### src/common/rxcfg_regs.svh
// Purpose: field positions, reset values, limits and timing counts of the command decoder
// Assumes: 16-bit control words, msb first
// Notes:   definitions only
`ifndef RXCFG_REGS_SVH
`define RXCFG_REGS_SVH

`define RXCFG_WORD_W        16
`define RXCFG_POR_CFG       16'h928A
`define RXCFG_POR_FREQ      16'hAD57
`define RXCFG_POR_RX        16'hC080
`define RXCFG_POR_SYNC      16'hC1D4
`define RXCFG_POR_WAKE      16'hE196
`define RXCFG_POR_WAKEX     16'hC300
`define RXCFG_SYNC_HIGH     8'h2D
`define RXCFG_FREQ_MIN      12'h060
`define RXCFG_FREQ_MAX      12'hF3F
`define RXCFG_TAIL_LONG     10'h200
`define RXCFG_TAIL_SHORT    10'h080
`define RXCFG_BIT_BATT      10
`define RXCFG_BIT_WAKE      9
`define RXCFG_BIT_XTAL      8
`define RXCFG_BIT_CLKOFF    0
`define RXCFG_BIT_RXON      0
`define RXCFG_MS_NS         1000000
`define RXCFG_CLK_NS        10
`define RXCFG_MS_CYCLES     (`RXCFG_MS_NS / `RXCFG_CLK_NS)

`endif

### src/common/rxcfg_pkg.sv
// Purpose: types of the command decoder
// Assumes: nothing
// Notes:   command kinds from the fixed upper bits
package rxcfg_pkg;
    typedef enum logic [2:0] {
        CMD_NONE, CMD_CFG, CMD_FREQ, CMD_WAKE, CMD_RX, CMD_SYNC, CMD_WAKEX
    } rxcfg_cmd_e;
    typedef enum logic [1:0] {
        BAND_RSVD, BAND_433, BAND_868, BAND_915
    } rxcfg_band_e;
endpackage : rxcfg_pkg

### src/rtl/rxcfg_decoder.sv
// Purpose: serial command decoder holding receiver settings
// Assumes: serial pins are asynchronous, sampled by core_clk
// Notes:   wake-up period counted in milliseconds from a core_clk divider
`timescale 1ns/1ps
`default_nettype none
`include "rxcfg_regs.svh"

module rxcfg_decoder #(
    parameter int MS_CYCLES = `RXCFG_MS_CYCLES
) (
    // clock and reset
    input  wire logic        core_clk,
    input  wire logic        rst,
    // serial control pins
    input  wire logic        sel_n,
    input  wire logic        ser_clk,
    input  wire logic        ser_din,
    // inputs from other command groups
    input  wire logic        slow_clk_on,
    input  wire logic        duty_cycle_on,
    input  wire logic        long_clock_tail,
    // receive status sources
    input  wire logic        digital_strength_flag,
    input  wire logic        signal_quality_flag,
    input  wire logic        clock_lock_flag,
    // decoded settings
    output logic [1:0]       band_select,
    output logic [3:0]       band_n,
    output logic [3:0]       band_c,
    output logic             battery_monitor_on,
    output logic             wake_timer_on,
    output logic             xtal_keep_on,
    output logic [3:0]       xtal_load_sel,
    output logic [2:0]       baseband_width_sel,
    output logic             baseband_width_rsvd,
    output logic             clock_out_off,
    output logic             clock_out_en,
    output logic             osc32k_on,
    output logic             xtal_osc_on,
    output logic [11:0]      lo_freq_value,
    output logic [1:0]       valid_flag_select,
    output logic             valid_data_flag,
    output logic [1:0]       amp_gain_sel,
    output logic [2:0]       strength_threshold_sel,
    output logic             receiver_chain_on,
    output logic [15:0]      sync_pattern,
    output logic [13:0]      wake_mantissa,
    output logic [3:0]       wake_exponent,
    output logic [1:0]       wake_exp_reduction,
    output logic             wake_irq
);
    initial begin
        if (MS_CYCLES < 2) $error("MS_CYCLES too small");
    end

    ////////////////////////////////////////////////////////////////////////////
    // pin synchronisers; first stage read only by second
    logic [2:0] sync1_ff;
    logic [2:0] sync2_ff;
    logic       sck_d_ff;
    always_ff @(posedge core_clk) begin
        if (rst) begin
            sync1_ff <= 3'h1;
            sync2_ff <= 3'h1;
            sck_d_ff <= 1'b0;
        end else begin
            sync1_ff <= {ser_din, ser_clk, sel_n};
            sync2_ff <= sync1_ff;
            sck_d_ff <= sync2_ff[1];
        end
    end
    wire sel_n_s = sync2_ff[0];
    wire din_s   = sync2_ff[2];
    wire sck_rise = sync2_ff[1] & ~sck_d_ff;

    ////////////////////////////////////////////////////////////////////////////
    // shift register; word completes on the 16th bit, further bits ignored
    logic [15:0] shift_ff;
    logic [4:0]  bitcnt_ff;
    logic        word_stb_ff;
    always_ff @(posedge core_clk) begin
        if (rst) begin
            shift_ff    <= 16'h0000;
            bitcnt_ff   <= 5'h00;
            word_stb_ff <= 1'b0;
        end else begin
            word_stb_ff <= 1'b0;
            if (sel_n_s) begin
                bitcnt_ff <= 5'h00;
            end else if (sck_rise && bitcnt_ff != 5'h10) begin
                shift_ff  <= {shift_ff[14:0], din_s};
                bitcnt_ff <= bitcnt_ff + 5'h01;
                word_stb_ff <= (bitcnt_ff == 5'h0F);
            end
        end
    end

    ////////////////////////////////////////////////////////////////////////////
    // command recognition by fixed upper bits
    rxcfg_pkg::rxcfg_cmd_e cmd;
    always_comb begin
        cmd = rxcfg_pkg::CMD_NONE;
        if (shift_ff[15:13] == 3'h4)       cmd = rxcfg_pkg::CMD_CFG;
        else if (shift_ff[15:12] == 4'hA)  cmd = rxcfg_pkg::CMD_FREQ;
        else if (shift_ff[15:12] == 4'hE)  cmd = rxcfg_pkg::CMD_WAKE;
        else if (shift_ff[15:8] == 8'hC0)  cmd = rxcfg_pkg::CMD_RX;
        else if (shift_ff[15:8] == 8'hC1)  cmd = rxcfg_pkg::CMD_SYNC;
        else if (shift_ff[15:8] == 8'hC3)  cmd = rxcfg_pkg::CMD_WAKEX;
    end

    ////////////////////////////////////////////////////////////////////////////
    // command registers
    logic [15:0] cfg_ff;
    logic [15:0] freq_ff;
    logic [15:0] rx_ff;
    logic [15:0] sync_ff;
    logic [15:0] wake_ff;
    logic [15:0] wakex_ff;
    wire freq_ok = shift_ff[11:0] >= `RXCFG_FREQ_MIN && shift_ff[11:0] <= `RXCFG_FREQ_MAX;
    always_ff @(posedge core_clk) begin
        if (rst) begin
            cfg_ff   <= `RXCFG_POR_CFG;
            freq_ff  <= `RXCFG_POR_FREQ;
            rx_ff    <= `RXCFG_POR_RX;
            sync_ff  <= `RXCFG_POR_SYNC;
            wake_ff  <= `RXCFG_POR_WAKE;
            wakex_ff <= `RXCFG_POR_WAKEX;
        end else if (word_stb_ff) begin
            case (cmd)
                rxcfg_pkg::CMD_CFG:   cfg_ff   <= shift_ff;
                rxcfg_pkg::CMD_FREQ: begin
                    if (freq_ok) freq_ff <= shift_ff;
                end
                rxcfg_pkg::CMD_WAKE:  wake_ff  <= shift_ff;
                rxcfg_pkg::CMD_RX:    rx_ff    <= shift_ff;
                rxcfg_pkg::CMD_SYNC:  sync_ff  <= shift_ff;
                rxcfg_pkg::CMD_WAKEX: wakex_ff <= shift_ff;
                default: ;
            endcase
        end
    end

    a_freq_range: assert property (@(posedge core_clk) disable iff (rst)
        freq_ff[11:0] >= `RXCFG_FREQ_MIN && freq_ff[11:0] <= `RXCFG_FREQ_MAX)
        else $error("stored frequency out of range");
    a_freq_hold: assert property (@(posedge core_clk) disable iff (rst)
        word_stb_ff && cmd == rxcfg_pkg::CMD_FREQ && !freq_ok |=> $stable(freq_ff))
        else $error("out of range frequency changed value");
    a_cmd_isolate: assert property (@(posedge core_clk) disable iff (rst)
        word_stb_ff && cmd != rxcfg_pkg::CMD_CFG |=> $stable(cfg_ff))
        else $error("configuration changed by other command");
    a_rx_isolate: assert property (@(posedge core_clk) disable iff (rst)
        word_stb_ff && cmd == rxcfg_pkg::CMD_RX |=> $stable(battery_monitor_on)
        && $stable(wake_timer_on))
        else $error("receiver word touched timer or detector");
    a_word_count: assert property (@(posedge core_clk) disable iff (rst)
        word_stb_ff |-> bitcnt_ff == 5'h10)
        else $error("word strobe without sixteen bits");
    a_bit_cap: assert property (@(posedge core_clk) disable iff (rst)
        bitcnt_ff <= 5'h10)
        else $error("bit counter past sixteen");
    a_cfg_write: assert property (@(posedge core_clk) disable iff (rst)
        word_stb_ff && cmd == rxcfg_pkg::CMD_CFG |=> cfg_ff == $past(shift_ff))
        else $error("configuration word not stored");
    a_sync_write: assert property (@(posedge core_clk) disable iff (rst)
        word_stb_ff && cmd == rxcfg_pkg::CMD_SYNC |=> sync_ff == $past(shift_ff))
        else $error("sync word not stored");
    a_wake_isolate: assert property (@(posedge core_clk) disable iff (rst)
        word_stb_ff && cmd != rxcfg_pkg::CMD_WAKE && cmd != rxcfg_pkg::CMD_WAKEX
        |=> $stable(wake_ff) && $stable(wakex_ff))
        else $error("wake words changed by other command");

    ////////////////////////////////////////////////////////////////////////////
    // field decode
    always_comb begin
        band_select = cfg_ff[12:11];
        case (band_select)
            rxcfg_pkg::BAND_433: begin band_n = 4'h4; band_c = 4'hA; end
            rxcfg_pkg::BAND_868: begin band_n = 4'h8; band_c = 4'hA; end
            rxcfg_pkg::BAND_915: begin band_n = 4'h8; band_c = 4'hB; end
            default:             begin band_n = 4'h0; band_c = 4'h0; end
        endcase
    end
    assign battery_monitor_on  = cfg_ff[`RXCFG_BIT_BATT];
    assign wake_timer_on       = cfg_ff[`RXCFG_BIT_WAKE];
    assign xtal_keep_on        = cfg_ff[`RXCFG_BIT_XTAL];
    assign xtal_load_sel       = cfg_ff[7:4];
    assign baseband_width_sel  = cfg_ff[3:1];
    assign baseband_width_rsvd = cfg_ff[3:1] == 3'h0 || cfg_ff[3:1] > 3'h5;
    assign clock_out_off       = cfg_ff[`RXCFG_BIT_CLKOFF];
    assign osc32k_on = slow_clk_on | duty_cycle_on | battery_monitor_on | wake_timer_on;
    assign lo_freq_value       = freq_ff[11:0];
    assign valid_flag_select   = rx_ff[7:6];
    assign amp_gain_sel        = rx_ff[5:4];
    assign strength_threshold_sel = rx_ff[3:1];
    assign receiver_chain_on   = rx_ff[`RXCFG_BIT_RXON];
    assign sync_pattern        = {`RXCFG_SYNC_HIGH, sync_ff[7:0]};
    assign wake_mantissa       = {wakex_ff[5:0], wake_ff[7:0]};
    assign wake_exponent       = wake_ff[11:8];
    assign wake_exp_reduction  = wakex_ff[7:6];

    always_comb begin
        case (valid_flag_select)
            2'h0:    valid_data_flag = digital_strength_flag;
            2'h1:    valid_data_flag = signal_quality_flag;
            2'h2:    valid_data_flag = clock_lock_flag;
            default: valid_data_flag = 1'b1;
        endcase
    end

    ////////////////////////////////////////////////////////////////////////////
    // field checks; reserved band reads as zero so no synthesiser setting leaks
    a_band_433: assert property (@(posedge core_clk) disable iff (rst)
        band_select == 2'h1 |-> band_n == 4'h4 && band_c == 4'hA)
        else $error("433 band constants wrong");
    a_band_868: assert property (@(posedge core_clk) disable iff (rst)
        band_select == 2'h2 |-> band_n == 4'h8 && band_c == 4'hA)
        else $error("868 band constants wrong");
    a_band_915: assert property (@(posedge core_clk) disable iff (rst)
        band_select == 2'h3 |-> band_n == 4'h8 && band_c == 4'hB)
        else $error("915 band constants wrong");
    a_band_rsvd: assert property (@(posedge core_clk) disable iff (rst)
        band_select == 2'h0 |-> band_n == 4'h0 && band_c == 4'h0)
        else $error("reserved band gave constants");
    a_osc_on: assert property (@(posedge core_clk) disable iff (rst)
        slow_clk_on || duty_cycle_on || battery_monitor_on || wake_timer_on |-> osc32k_on)
        else $error("slow oscillator off while needed");
    a_osc_off: assert property (@(posedge core_clk) disable iff (rst)
        !slow_clk_on && !duty_cycle_on && !battery_monitor_on && !wake_timer_on |-> !osc32k_on)
        else $error("slow oscillator on while unused");
    a_valid_strength: assert property (@(posedge core_clk) disable iff (rst)
        valid_flag_select == 2'h0 |-> valid_data_flag == digital_strength_flag)
        else $error("valid flag not from strength");
    a_valid_quality: assert property (@(posedge core_clk) disable iff (rst)
        valid_flag_select == 2'h1 |-> valid_data_flag == signal_quality_flag)
        else $error("valid flag not from quality");
    a_valid_lock: assert property (@(posedge core_clk) disable iff (rst)
        valid_flag_select == 2'h2 |-> valid_data_flag == clock_lock_flag)
        else $error("valid flag not from lock");
    a_valid_high: assert property (@(posedge core_clk) disable iff (rst)
        valid_flag_select == 2'h3 |-> valid_data_flag)
        else $error("valid flag not high");
    a_sync_high: assert property (@(posedge core_clk) disable iff (rst)
        sync_pattern[15:8] == `RXCFG_SYNC_HIGH)
        else $error("sync upper byte wrong");
    a_bw_rsvd: assert property (@(posedge core_clk) disable iff (rst)
        baseband_width_sel inside {3'h0, 3'h6, 3'h7} |-> baseband_width_rsvd)
        else $error("reserved bandwidth not flagged");
    a_bw_valid: assert property (@(posedge core_clk) disable iff (rst)
        baseband_width_sel inside {[3'h1:3'h5]} |-> !baseband_width_rsvd)
        else $error("valid bandwidth flagged reserved");

    ////////////////////////////////////////////////////////////////////////////
    // clock tail: crystal held after keep-on drops while clock output is on, counted in clock pulses;
    // the pulse source is the crystal, here counted in core_clk cycles
    logic [9:0] tail_ff;
    logic       keep_d_ff;
    always_ff @(posedge core_clk) begin
        if (rst) begin
            tail_ff   <= 10'h000;
            keep_d_ff <= 1'b0; // matches power-on keep bit, so no false fall
        end else begin
            keep_d_ff <= xtal_keep_on;
            if (keep_d_ff && !xtal_keep_on && !clock_out_off) begin
                tail_ff <= long_clock_tail ? `RXCFG_TAIL_LONG : `RXCFG_TAIL_SHORT;
            end else if (xtal_keep_on) begin
                tail_ff <= 10'h000;
            end else if (tail_ff != 10'h000) begin
                tail_ff <= tail_ff - 10'h001;
            end
        end
    end
    // keep_d_ff bridges the cycle before the tail count is loaded
    assign xtal_osc_on  = xtal_keep_on | receiver_chain_on | keep_d_ff | (tail_ff != 10'h000);
    assign clock_out_en = xtal_osc_on & ~clock_out_off;

    a_tail_len: assert property (@(posedge core_clk) disable iff (rst)
        $fell(xtal_keep_on) && !clock_out_off && long_clock_tail
        |=> tail_ff == `RXCFG_TAIL_LONG)
        else $error("long clock tail not loaded");
    a_tail_short: assert property (@(posedge core_clk) disable iff (rst)
        $fell(xtal_keep_on) && !clock_out_off && !long_clock_tail
        |=> tail_ff == `RXCFG_TAIL_SHORT)
        else $error("short clock tail not loaded");
    a_rx_xtal: assert property (@(posedge core_clk) disable iff (rst)
        receiver_chain_on |-> xtal_osc_on)
        else $error("receiver on without crystal");
    a_keep_xtal: assert property (@(posedge core_clk) disable iff (rst)
        xtal_keep_on |-> xtal_osc_on)
        else $error("keep-on set without crystal");
    a_clk_off: assert property (@(posedge core_clk) disable iff (rst)
        clock_out_off |-> !clock_out_en)
        else $error("clock output active while disabled");
    a_tail_off: assert property (@(posedge core_clk) disable iff (rst)
        tail_ff == 10'h000 && !xtal_keep_on && !receiver_chain_on && !keep_d_ff |-> !xtal_osc_on)
        else $error("crystal on after tail ended");

    ////////////////////////////////////////////////////////////////////////////
    // wake-up timer: ms tick, then M * 2^(R-C) ms; negative shift divides
    logic [31:0] ms_div_ff;
    logic        ms_tick_ff;
    logic [31:0] wake_cnt_ff;
    logic [31:0] period;
    logic signed [5:0] shamt;
    always_comb begin
        shamt = $signed({2'b00, wake_exponent}) - $signed({4'b0000, wake_exp_reduction});
        if (shamt >= 0) period = {18'h00000, wake_mantissa} << shamt[4:0];
        else period = {18'h00000, wake_mantissa} >> (-shamt);
    end
    always_ff @(posedge core_clk) begin
        if (rst || !wake_timer_on) begin
            ms_div_ff  <= 32'h00000000;
            ms_tick_ff <= 1'b0;
        end else begin
            ms_tick_ff <= (ms_div_ff == MS_CYCLES - 1);
            ms_div_ff  <= (ms_div_ff == MS_CYCLES - 1) ? 32'h00000000 : ms_div_ff + 32'h00000001;
        end
    end
    always_ff @(posedge core_clk) begin
        if (rst || !wake_timer_on) begin
            wake_cnt_ff <= 32'h00000000;
            wake_irq    <= 1'b0;
        end else begin
            wake_irq <= 1'b0;
            if (ms_tick_ff) begin
                if (wake_cnt_ff + 32'h00000001 >= period) begin
                    wake_cnt_ff <= 32'h00000000;
                    wake_irq    <= 1'b1;
                end else begin
                    wake_cnt_ff <= wake_cnt_ff + 32'h00000001;
                end
            end
        end
    end

    a_wake_off: assert property (@(posedge core_clk) disable iff (rst)
        !wake_timer_on |=> !wake_irq)
        else $error("wake interrupt while timer off");
    a_wake_pulse: assert property (@(posedge core_clk) disable iff (rst)
        wake_irq |=> !wake_irq)
        else $error("wake interrupt longer than one cycle");
    a_wake_expire: assert property (@(posedge core_clk) disable iff (rst)
        ms_tick_ff && wake_timer_on && wake_cnt_ff + 32'h00000001 >= period |=> wake_irq)
        else $error("wake interrupt missing at expiry");
    a_ms_tick: assert property (@(posedge core_clk) disable iff (rst)
        ms_tick_ff |=> !ms_tick_ff)
        else $error("millisecond tick longer than one cycle");
endmodule : rxcfg_decoder
`default_nettype wire

### config.mk
export PLATFORM = sky130hd
export DESIGN_NAME = rxcfg_decoder
export DESIGN_NICKNAME = d
export VERILOG_FILES = /design/src/common/rxcfg_pkg.sv /design/src/rtl/rxcfg_decoder.sv
export VERILOG_INCLUDE_DIRS = /design/src /design/src/common
export SDC_FILE = /design/constraint.sdc
export NUM_CORES = 1
export LEC_CHECK = 0
export ABC_AREA = 1
export BUFFER_PORTS_ARGS = -buffer_cell sky130_fd_sc_hd__clkbuf_2
export CORE_AREA = 2 2 135 170
export DETAILED_ROUTE_END_ITERATION = 6
export DIE_AREA = 0 0 137 172
export PLACE_DENSITY_LB_ADDON = 0.08
export RECOVER_POWER = 50
export SYNTH_ARGS = -nofsm -noshare
export SYNTH_HDL_FRONTEND = slang
export SYNTH_SLANG_ARGS = --single-unit
export TNS_END_PERCENT = 100
### constraint.sdc
create_clock -name core_clk -period 4.8 [get_ports core_clk]
set_input_delay 0.24 -clock core_clk [delete_from_list [all_inputs] [get_ports core_clk]]
set_output_delay 0.24 -clock core_clk [all_outputs]
set_load 0.02 [all_outputs]
==> results.md, run 1 <==
- Outcome: finished, final reports clean
- Average routed wire per standard cell: 14.71 um
- Overall die area: between 0.02 and 0.025 mm^2
- Synth Area in Compound Gates: 0.1658
- Total core area: 0.02198 mm^2
- Vias in the first global route: roughly 9000
- Number of flops mapped to enable cells by yosys: 0
- Gr ovfl total: 0
- Area of the mapped netlist: 0.01001 mm^2
- Clock Pin Slew Worst Setup and Hold Paths: 0.07 ns
- Final hold viol count: 0
- Count of antenna-violating nets left after detailed routing: 0
- Worst clock skew on the final layout: 0.02281 ns
- Data arrival time of the worst path: 4.55 ns
- Post CTS Setup Buffer Count: 0
- Leakage dissipation: ~0.0046 uW
- Fraction of registers with async set/reset: 0
- Achievable frequency: 235.1 MHz
- Xor and xnor fraction of the mapped netlist area: 0.03323
- Global-route wire length before repair: 44610 um
- HPWL after DPL: 20430 um
- Register area share after synthesis: 0.3338
- Total number of H-tree levels: 4
- Adder-cell share of the synthesized area: 0.05197
- Number of unique standard cell types used by synthesis: 51
- RSZ-0062 raised after global routing: no
- Clk Latency, worst-skew pair: 0.44 ns
- Crit Path Category: register to register
- Final total power: around 3100 uW
- Row count: 61
- Via total after detailed routing: 9632
- CTS root buf: clkbuf_16
- Number of buffers on the longest clock path: 2
- Leading register cell type out of synthesis: dfxtp_1
- Post-Synth Simple-Gate Area: 0.3027
- TritonRoute pass-1 iters: 5
- Tmin final: 4.254 ns
- Fraction of final layout cells sized beyond drive strength 1: 0.07604
- Largest net degree at the start of global routing: 62
- Total negative slack for setup checks: 0 ns
- Floorplan die width: about 140 um
- Antenna cell count: 0
- CTS tree: built
- Number of cells upsized or downsized after cts: 0
- Max Cap Violations: 0
- Power Dens Cells: 282.4 mW/mm^2
- GR Util All Layers: 0.2371
- Port Buffer Count: 82
- Mux share of post-synthesis cell area: 0.0009995
- Layout Nets: 1604
- Launching element type of the critical path: register
- Peak fanout along the critical path: 29
- GP Congestion: 0.9168
- Clock sinks: ~170
- DRC Markers: 0
- Vias per Instance: between 5 and 6
- Number of DRC markers in iteration 0: 713
- Path type of the worst min-delay path: input port to register
- Ports: 94
- Post-synthesis area per instance: 6.712 um^2
- Initial antenna violation count: 0
- Max VDD drop: 225.4 uV
- Yosys warning total: 0
- Final critical-path share of the clock period: 0.8862
- Relative slew slack: 0.2119
- Combinational family with the most area after synthesis: simple AND/OR/NAND/NOR gates
- Initial Utilization: 0.4556
- FF+latch count, synth: 167
- Max-slew violation total from the final report: 0
- Floorplan die height: 172 um
- Total detailed-routing wirelength: 27180 um
- Area added between synthesis and finish: 10.88%
- Cells after synthesis: approximately 1500
- Inserted Clock Buffers: 17
- Required arrival time at the worst endpoint: between 5 and 6 ns
- Tightest Pin Transition: 1.175 ns
- Setup violators final: 0
- Category of the worst setup path capture point: register
## metrics by stage
step / instances / worst slack [ns] / util / instance area [um^2] / hold WS [ns]
final: 1848 / 0.5460 / 0.5052 / 11100 / 0.01308
after global routing: 1848 / 0.03689 / 0.5052 / 11100 / 0.01639
after CTS: 1848 / 0.5756 / 0.5096 / 11200 / 0.004536
after detailed placement: 1814 / 0.6041 / 0.4813 / 10580 / 0.3983
after global placement: 1814 / 0.6442 / 0.4813 / 10580 / 0.3931
after floorplan: 1503 / 0.7279 / - / 10060 / 0.3438
## cell usage after synthesis (3+ instances only)
master,count,area (um^2)
nand2_1,294,1104
o22ai_1,6,37.54
nor2_1,168,630.6
nand3_1,82,410.4
nor2_2,8,50.05
nand4_1,30,187.7
nor3_2,3,30.03
or2_2,8,50.05
a21oi_2,10,87.58
xnor2_1,6,52.55
o211ai_1,25,187.7
buf_4,15,112.6
nor4_1,10,62.56
nor3_1,40,200.2
o21ai_0,108,540.5
nand3_2,11,110.1
ha_1,40,500.5
inv_1,191,716.9
nor3b_1,6,45.04
buf_1,4,15.01
xor2_1,27,236.5
a21o_1,4,30.03
nor2_4,5,56.30
inv_2,6,22.52
dfxtp_1,167,3343
buf_2,7,35.03
nand2_2,8,50.05
a211oi_1,3,22.52
clkinv_1,5,18.77
a21oi_1,133,665.6
clkbuf_1,37,138.9
## report_power, final
group / internal (uW) / total, uW / leakage, uW / switching (uW)
clock: 706 / 1370 / 0.000296 / 667
combinational: 100 / 297 / 0.00295 / 196
sequential: 1430 / 1470 / 0.00135 / 33.1
## cell families (layout without fill, tap and decap cells)
kind of cell,after synthesis,in the layout
compound gates,300,300
xor+xnor,35,35
fa+ha+maj,41,41
buf+inv,269,331
flops,167,167
mux,1,1
other cells,2,13
simple gates,677,677
## cells in the final DEF (no fill, tap or decap), types with 25 or more instances in the layout
| cell type | count |
|---|---|
| clkbuf_1 | 72 |
| a21oi_1 | 133 |
| nand2_1 | 294 |
| xor2_1 | 27 |
| nor2_1 | 168 |
| inv_1 | 191 |
| nand3_1 | 82 |
| nand4_1 | 30 |
| o211ai_1 | 25 |
| o21ai_0 | 108 |
| ha_1 | 40 |
| nor3_1 | 41 |
| dfxtp_1 | 167 |
## area by class of cell
| class | count | area (um^2) |
|---|---|---|
| Tap cell | 283 | 354.1 |
| Multi-Input combinational cell | 1067 | 5599 |
| Inverter | 203 | 764.5 |
| Clock inverter | 15 | 177.7 |
| Sequential cell | 167 | 3343 |
| Timing Repair Buffer | 96 | 440.4 |
| Fill cell | 2316 | 10880 |
| Clock buffer | 17 | 425.4 |
## registers in the layout, summed over array words and instances (netlist names)
name,flops
ms_div_ff,32
shift_ff,16
sync_ff,8
rx_ff,8
sck_d_ff,1
tail_ff,10
wakex_ff,8
ms_tick_ff,1
keep_d_ff,1
word_stb_ff,1
wake_irq,1
bitcnt_ff,5
freq_ff,12
wake_ff,12
cfg_ff,13
wake_cnt_ff,32
sync1_ff,3
sync2_ff,3
## worst max-delay path: stages, from the launching register on
cell and delay, ns:
dfxtp_1 0.32, inv_1 0.07, ha_1 0.15, inv_1 0.06
fa_1 0.39, nand2_1 0.08, nand2_1 0.23, nor3_1 0.33
nand2_1 0.11, nand2_2 0.31, nand3_1 0.10, o21ai_0 0.30
nand2_1 0.11, nand3_1 0.08, a21oi_1 0.10, ha_1 0.30
a21oi_1 0.15, o21a_1 0.12, nand2_1 0.06, nand2_1 0.05
nand2_1 0.04, nand2_1 0.05, nand2_1 0.04, nand3_1 0.11
buf_12 0.20, nand2_1 0.12, nand2_1 0.08, nor2_1 0.04
## what timing repair did
item                                    4_1_cts  5_1_grt
endpoints found under the setup margin        0        0
hold buffers                                  2        0
endpoints found under the hold margin         2        0
## metal layers
| layer | vias up | part of all wire | GRT usage |
|---|---|---|---|
| met1 | 4415 | 0.45 | 0.2998 |
| met4 | 0 | 0.019 | 0.06455 |
| li1 | 4974 | - | - |
| met5 | - | 0 | 0 |
| met2 | 202 | 0.49 | 0.4216 |
| met3 | 41 | 0.039 | 0.03020 |
## path summary, 6_finish.rpt
| kind | from | end | slack [ns] | cells past startpoint |
|---|---|---|---|---|
| setup / recovery | wake_ff[8] | wake_irq | 0.55 | 27 |
| hold / removal | ser_clk | sync1_ff[1] | 0.01 | 3 |
| setup reg to reg | wake_ff[8] | wake_irq | 0.55 | 27 |
| hold reg to reg | sync1_ff[2] | sync2_ff[2] | 0.41 | 2 |
Note: power is estimated with default switching activity, not from simulation.
==> run 2, diff against run 1 <==
--- a/config.mk
+++ b/config.mk
@@ -12,4 +12,5 @@
 export DETAILED_ROUTE_END_ITERATION = 6
 export DIE_AREA = 0 0 137 172
+export HOLD_SLACK_MARGIN = 0.1
 export PLACE_DENSITY_LB_ADDON = 0.08
 export RECOVER_POWER = 50
==> constraint.sdc (replaced) <==
create_clock -name core_clk -period 4.5 [get_ports core_clk]
set_input_delay 0.675 -clock core_clk [delete_from_list [all_inputs] [get_ports core_clk]]
set_output_delay 0.675 -clock core_clk [all_outputs]
set_load 0.02 [all_outputs]
==> results.md, run 2 (synthesized netlist as in run 1, its figures left out) <==
- Row count: 61
- Number of cells upsized or downsized after cts: 0
- Endpoint of the worst register-to-register path: wake_irq
- Total core area: 0.02198 mm^2
- Leakage dissipation: around 0.0046 uW
- Floorplan die height: 172 um
- Total routed wire length on the met1 layer: 12060 um
- HPWL after DPL: 20540 um
- Overall die area: between 0.02 and 0.025 mm^2
- FILL cells: 2340
- Total area of sequential cells: 0.003343 mm^2
- Area taken by multi-input logic gates: 0.005618 mm^2
- GP Congestion: 0.9615
- Placement-stage worst setup slack: 0.3785 ns
- Achievable frequency: 241.8 MHz
- Path type of the worst min-delay path: register to register
- Total number of H-tree levels: 4
- Category of the worst setup path capture point: register
- Required arrival time at the worst endpoint: 4.80 ns
- Cell area after layout: 0.01111 mm^2
- Register-to-Register Path Depth: 28
- CTS tree: built
- Vias per Instance: 5.215
- Number of buffers on the longest clock path: 2
- Setup violators final: 0
- Launch point of the worst reg-to-reg path: wake_ff[8]
- Initial antenna violation count: 0
- Largest net degree at the start of global routing: 74
- RSZ-0062 raised after global routing: no
- Startpoint of the tightest hold check path: sync1_ff[2]
- Average routed wire per standard cell: about 15 um
- Slack of the worst reg-to-reg path: 0.36 ns
- Clock sinks: 167
- Area post-placement: 0.01059 mm^2
- Final hold viol count: 0
- Initial Utilization: 0.4556
- TritonRoute pass-1 iters: 6
- Worst setup path start: wake_ff[8]
- Layout Nets: 1604
- Post CTS Setup Buffer Count: 0
- Final critical-path share of the clock period: 0.9189
- Hold-critical path endpoint: sync2_ff[2]
- Met3 Routed Length: 1051 um
- Area added between synthesis and finish: 10.93%
- Total detailed-routing wirelength: 27270 um
- Gr ovfl total: 0
- Final total power: 3350 uW
- DRC Markers: 0
- Relative slew slack: -0.7836
- Uppermost layer routed: met4
- Power Dens Cells: 301.5 mW/mm^2
- Global-route wire length before repair: 44470 um
- Count of antenna-violating nets left after detailed routing: 0
- Clock Pin Slew Worst Setup and Hold Paths: about 0.080 ns
- Hold Path Stages: 2
- Top Registers: ms_div_ff (32), wake_cnt_ff (32), shift_ff (16)
- Data arrival time of the worst path: 4.43 ns
- Max VDD drop: 288.7 uV
- Leading cell types in the layout, fill and taps excluded: nand2_1, inv_1, nor2_1, dfxtp_1, a21oi_1
- Total negative slack for setup checks: 0 ns
- Outcome: finished, violations left
- Clk Latency, worst-skew pair: 0.44 ns
- Ports: 94
- Total length of routed met2 wires: around 13000 um
- Worst clock skew on the final layout: roughly 0.017 ns
- Critical-path cell with the highest stage delay: fa_1
- Port Buffer Count: 82
- Floorplan die width: 137 um
- Peak fanout along the critical path: 29
- Number of DRC markers in iteration 0: about 740
- Vias in the first global route: 8995
- Antenna cell count: 0
- GR Util All Layers: 0.2371
- Hold buffer count at cts: 0
- Crit Path Category: register to register
- Inserted Clock Buffers: 17
- Most common cell after layout, fill and taps aside: nand2_1
- Tightest Pin Transition: 2.675 ns
- Tmin final: 4.135 ns
- Fraction of final layout cells sized beyond drive strength 1: 0.07859
- Violations in the final reports: max-capacitance violations, max-slew violations
- Final worst setup slack: 0.3650 ns
- Longest individual stage delay on the worst path: approximately 0.46 ns
- Via total after detailed routing: approximately 9600
- Most numerous cell on the critical path: nand2_1
- Launching element type of the critical path: register
- Max-slew violation total from the final report: 74
- CTS root buf: clkbuf_16
- Max Cap Violations: 1
==> run 2: cell types whose count changed in the layout (fill, tap and decap cells not counted), moves of 2 or more <==
cell	previous run	this run
dlygate4sd3_1	2	0
buf_4	10	12
o21ai_0	108	106
clkinvlp_4	0	2
clkinv_8	5	2
o21ai_1	0	2
==> run 2: stage by stage <==
step | hold WS, ns | utilization | cells
after floorplan | 0.3883 | - | 1503
after global placement | 0.3926 | 0.4820 | 1816
after detailed placement | 0.3969 | 0.4820 | 1816
after CTS | 0.4062 | 0.5088 | 1848
after global routing | 0.4135 | 0.5054 | 1848
final | 0.4067 | 0.5054 | 1848
==> run 2: critical path, delay by kind of cell, from the launching register on <==
family                     cells  cell delay [ns]
DFF                            1             0.33
and+or+nand+nor               17             1.81
adders and majority gates      3             0.93
AOI/OAI and AO/OA              2             0.27
buffers and inverters          6             0.64
==> run 2: worst max-delay path by stage <==
stage,endpoint,slack (ns),depth (start not counted)
2_1_floorplan,wake_cnt_ff[23],0.43,30
6_report,wake_irq,0.36,28
5_1_grt,wake_irq,0.01,28
4_1_cts,wake_irq,0.36,28
3_5_place_dp,wake_irq,0.38,28
3_3_place_gp,wake_irq,0.42,26
==> run 2: layout make-up <==
cell class | count | share of cell area
tap | 283 | 0.03187
clock inverter | 14 | 0.01363
sequential | 167 | 0.3009
timing repair buffer | 96 | 0.03919
clock buffer | 18 | 0.03953
multi-input combinational | 1067 | 0.5057
inverter | 203 | 0.06915
==> run 2: power breakdown <==
part / switching [uW] / internal, uW / total [uW]
registers: 35.9 / 1530 / 1560
clock network: 706 / 760 / 1470
logic: 213 / 106 / 319
total: 954 / 2400 / 3350
==> run 2: metal layers <==
layer,global-route usage,vias up
met3,0.03635,60
met1,0.2930,4357
li1,-,4998
met2,0.4095,222
met5,0,-
met4,0.09637,0
==> run 3, diff against run 2 <==
- ABC_AREA: 1 -> default
- CORE_AREA: 2 2 135 170 -> 2 2 133 167
- DIE_AREA: 0 0 137 172 -> 0 0 135 169
- HOLD_SLACK_MARGIN: 0.1 -> default
==> results.md, run 3 <==
- Outcome: finished, violations left
- Violations in the final reports: max-capacitance violations, max-slew violations
- Clk Latency, worst-skew pair: roughly 0.44 ns
- Startpoint of the tightest hold check path: sync1_ff[0]
- Cells taking the most area after synthesis: dfxtp_1, mux2i_1, nor2_1
- Register-to-Register Path Depth: 20
- Post-synthesis area per instance: 8.139 um^2
- Gr ovfl total: 0
- Average routed wire per standard cell: 16.72 um
- Inserted Clock Buffers: 17
- Cells after synthesis: 1184
- Number of standard cells in the layout, taps in and fillers out: 1542
- Vias per Instance: 5.475
- Yosys warning total: 0
- Register area share after synthesis: 0.3469
- CTS root buf: clkbuf_16
- Launch point of the worst reg-to-reg path: wake_ff[8]
- Tightest Pin Transition: about 2.4 ns
- Max Cap Violations: 1
- Hold-critical path endpoint: sync2_ff[0]
- TritonRoute pass-1 iters: 5
- Number of flops mapped to enable cells by yosys: 0
- Relative slew slack: -0.5785
- CTS tree: built
- Hold Path Stages: 1
- Cell with the most instances after synthesis: nor2_1
- Final critical-path share of the clock period: 0.9878
- Clock sinks: 167
- Peak fanout along the critical path: 6
- Fraction of final layout cells sized beyond drive strength 1: 0.1473
- Row count: 60
- Area added between synthesis and finish: 14.80%
- Number of unique standard cell types used by synthesis: 70
- Leakage dissipation: 0.004363 uW
- Fraction of registers with async set/reset: 0
- Number of DRC markers in iteration 0: 478
- Global-route wire length before repair: 41260 um
- Port Buffer Count: slightly above 80
- Total negative slack for setup checks: 0 ns
- RSZ-0062 raised after global routing: yes
- Largest net degree at the start of global routing: 57
- Crit Path Category: register to register
- Via total after detailed routing: 8442
- Total number of H-tree levels: 4
- Data arrival time of the worst path: 4.79 ns
- Fin Hold WS: 0.4091 ns
- GP Congestion: roughly 0.9
- FF+latch count, synth: ~170
- Required arrival time at the worst endpoint: 4.85 ns
- Vias in the first global route: just under 8000
- DRC Markers: 0
- Worst clock skew on the final layout: 0.01969 ns
- Path type of the worst min-delay path: register to register
- Achievable frequency: 225.0 MHz
- Leading cell types in the layout, fill and taps excluded: nor2_1, dfxtp_1, nand2_1
- Overall die area: 0.02282 mm^2
- Floorplan die height: 169 um
- Share of the synthesized area in the top cell type: 0.3469
- Floorplan die width: 135 um
- Layout Nets: 1303
- Commonest cells in the netlist: nor2_1, dfxtp_1, nand2_1
- Area of the mapped netlist: 0.009637 mm^2
- Cell accounting for the most synthesized area: dfxtp_1
- Slack of the worst reg-to-reg path: ~0.055 ns
- GR Util All Layers: 0.2275
- Final total power: 3254 uW
- Power Dens Cells: 294.1 mW/mm^2
- Total detailed-routing wirelength: 25780 um
- Ports: 94
- Count of antenna-violating nets left after detailed routing: 0
- Leading register cell type out of synthesis: dfxtp_1
- Top Registers: ms_div_ff (32), wake_cnt_ff (32), shift_ff (16)
- Tmin final: about 4.4 ns
- Initial Utilization: 0.4520
- Initial antenna violation count: 1
- Final hold viol count: 0
- Number of placed cells counting well taps: 1502
- Setup violators final: 0
- Antenna cell count: 0
- Most common cell after layout, fill and taps aside: nor2_1
- HPWL after DPL: 18480 um
- Max VDD drop: 257.2 uV
- Endpoint of the worst register-to-register path: wake_cnt_ff[2]
- Clock Pin Slew Worst Setup and Hold Paths: 0.07 ns
- Number of buffers on the longest clock path: 2
- Category of the worst setup path capture point: register
- Total core area: 0.02132 mm^2
- Launching element type of the critical path: register
- Max-slew violation total from the final report: 57
run 3: cell count changes in the layout (fill, tap and decap cells not counted), sizes merged, moves of 27 or more:
cell / before / now
xnor2: 6 / 33
nand3: 93 / 42
nand2: 304 / 128
mux2i: 1 / 70
inv: 206 / 27
o21ai: 108 / 50
a21oi: 143 / 66
nor2b: 0 / 28
run 3: critical path, stage by stage, from the launching register on:
cell and delay, ns:
dfxtp_4 0.35, inv_2 0.06, ha_4 0.12, inv_2 0.04, fa_2 0.57, inv_4 0.04
ha_4 0.31, buf_6 0.13, mux2_4 0.31, o21ai_4 0.14, nor2b_1 0.06, o21a_1 0.19
a22oi_1 0.20, ha_1 0.27, a21o_1 0.19, a21o_1 0.17, a2111o_1 0.39, a21oi_4 0.21
o21ai_4 0.10, or3b_1 0.37, a31oi_1 0.13
run 3: worst max-delay path by stage:
stage | from | slack [ns] | cells after the start | to
global route | wake_ff[8] | -0.07 | 20 | wake_cnt_ff[2]
global placement | wake_ff[8] | 0.08 | 21 | wake_cnt_ff[19]
floorplan | wake_ff[8] | -0.11 | 25 | wake_cnt_ff[2]
detailed placement | wake_ff[8] | -0.01 | 21 | wake_cnt_ff[19]
CTS | wake_ff[8] | 0.005 | 21 | wake_cnt_ff[2]
finish | wake_ff[8] | 0.06 | 20 | wake_cnt_ff[2]
run 3: area by class of cell:
class                      count  area (um^2)
inverter                      21        81.33
tap                          279        349.1
timing repair buffer         120        666.9
sequential                   167         3352
clock buffer                  17        425.4
clock inverter                14        142.6
multi-input combinational    924         6046
fill                        2071        10260
run 3: metrics by stage:
stage,util,cell area [um^2],setup WS (ns)
4_1_cts,0.5153,10990,0.004844
3_3_place_gp,0.4880,10400,0.07915
6_report,0.5189,11060,0.05503
2_1_floorplan,-,9861,-0.1059
5_1_grt,0.5189,11060,-0.07461
3_5_place_dp,0.4880,10400,-0.01320
run 3: cell families after synthesis:
logic type / after synthesis / synth area share
xor+xnor: 73 / 0.06635
compound gates: 205 / 0.1391
mux: 83 / 0.09374
flops: 167 / 0.3469
fa+ha+maj: 41 / 0.05401
simple gates: 507 / 0.2499
other cells: 2 / 0.0007793
buf+inv: 106 / 0.04921
run 3: layer usage:
layer  global-route usage  vias to the layer above  share of wire
li1                     -                     4256              -
met1               0.2873                     4002           0.45
met2               0.3986                      158           0.51
met3              0.03983                       24          0.033
met4              0.06159                        2          0.012
met5                    0                        -        0.00050
run 3: timing repair:
action,in CTS,in global routing
pin swaps,0,7
gates resized for setup,1,16
gates cloned,1,1
hold buffers,0,0
endpoints found under the setup margin,16,32
buffers inserted,0,7
run 3: power breakdown:
part / internal, uW / total, uW / leakage, uW / switching, uW
clock: 775 / 1420 / 0.000277 / 646
sequential: 1520 / 1550 / 0.00135 / 33.5
combinational: 107 / 283 / 0.00274 / 176
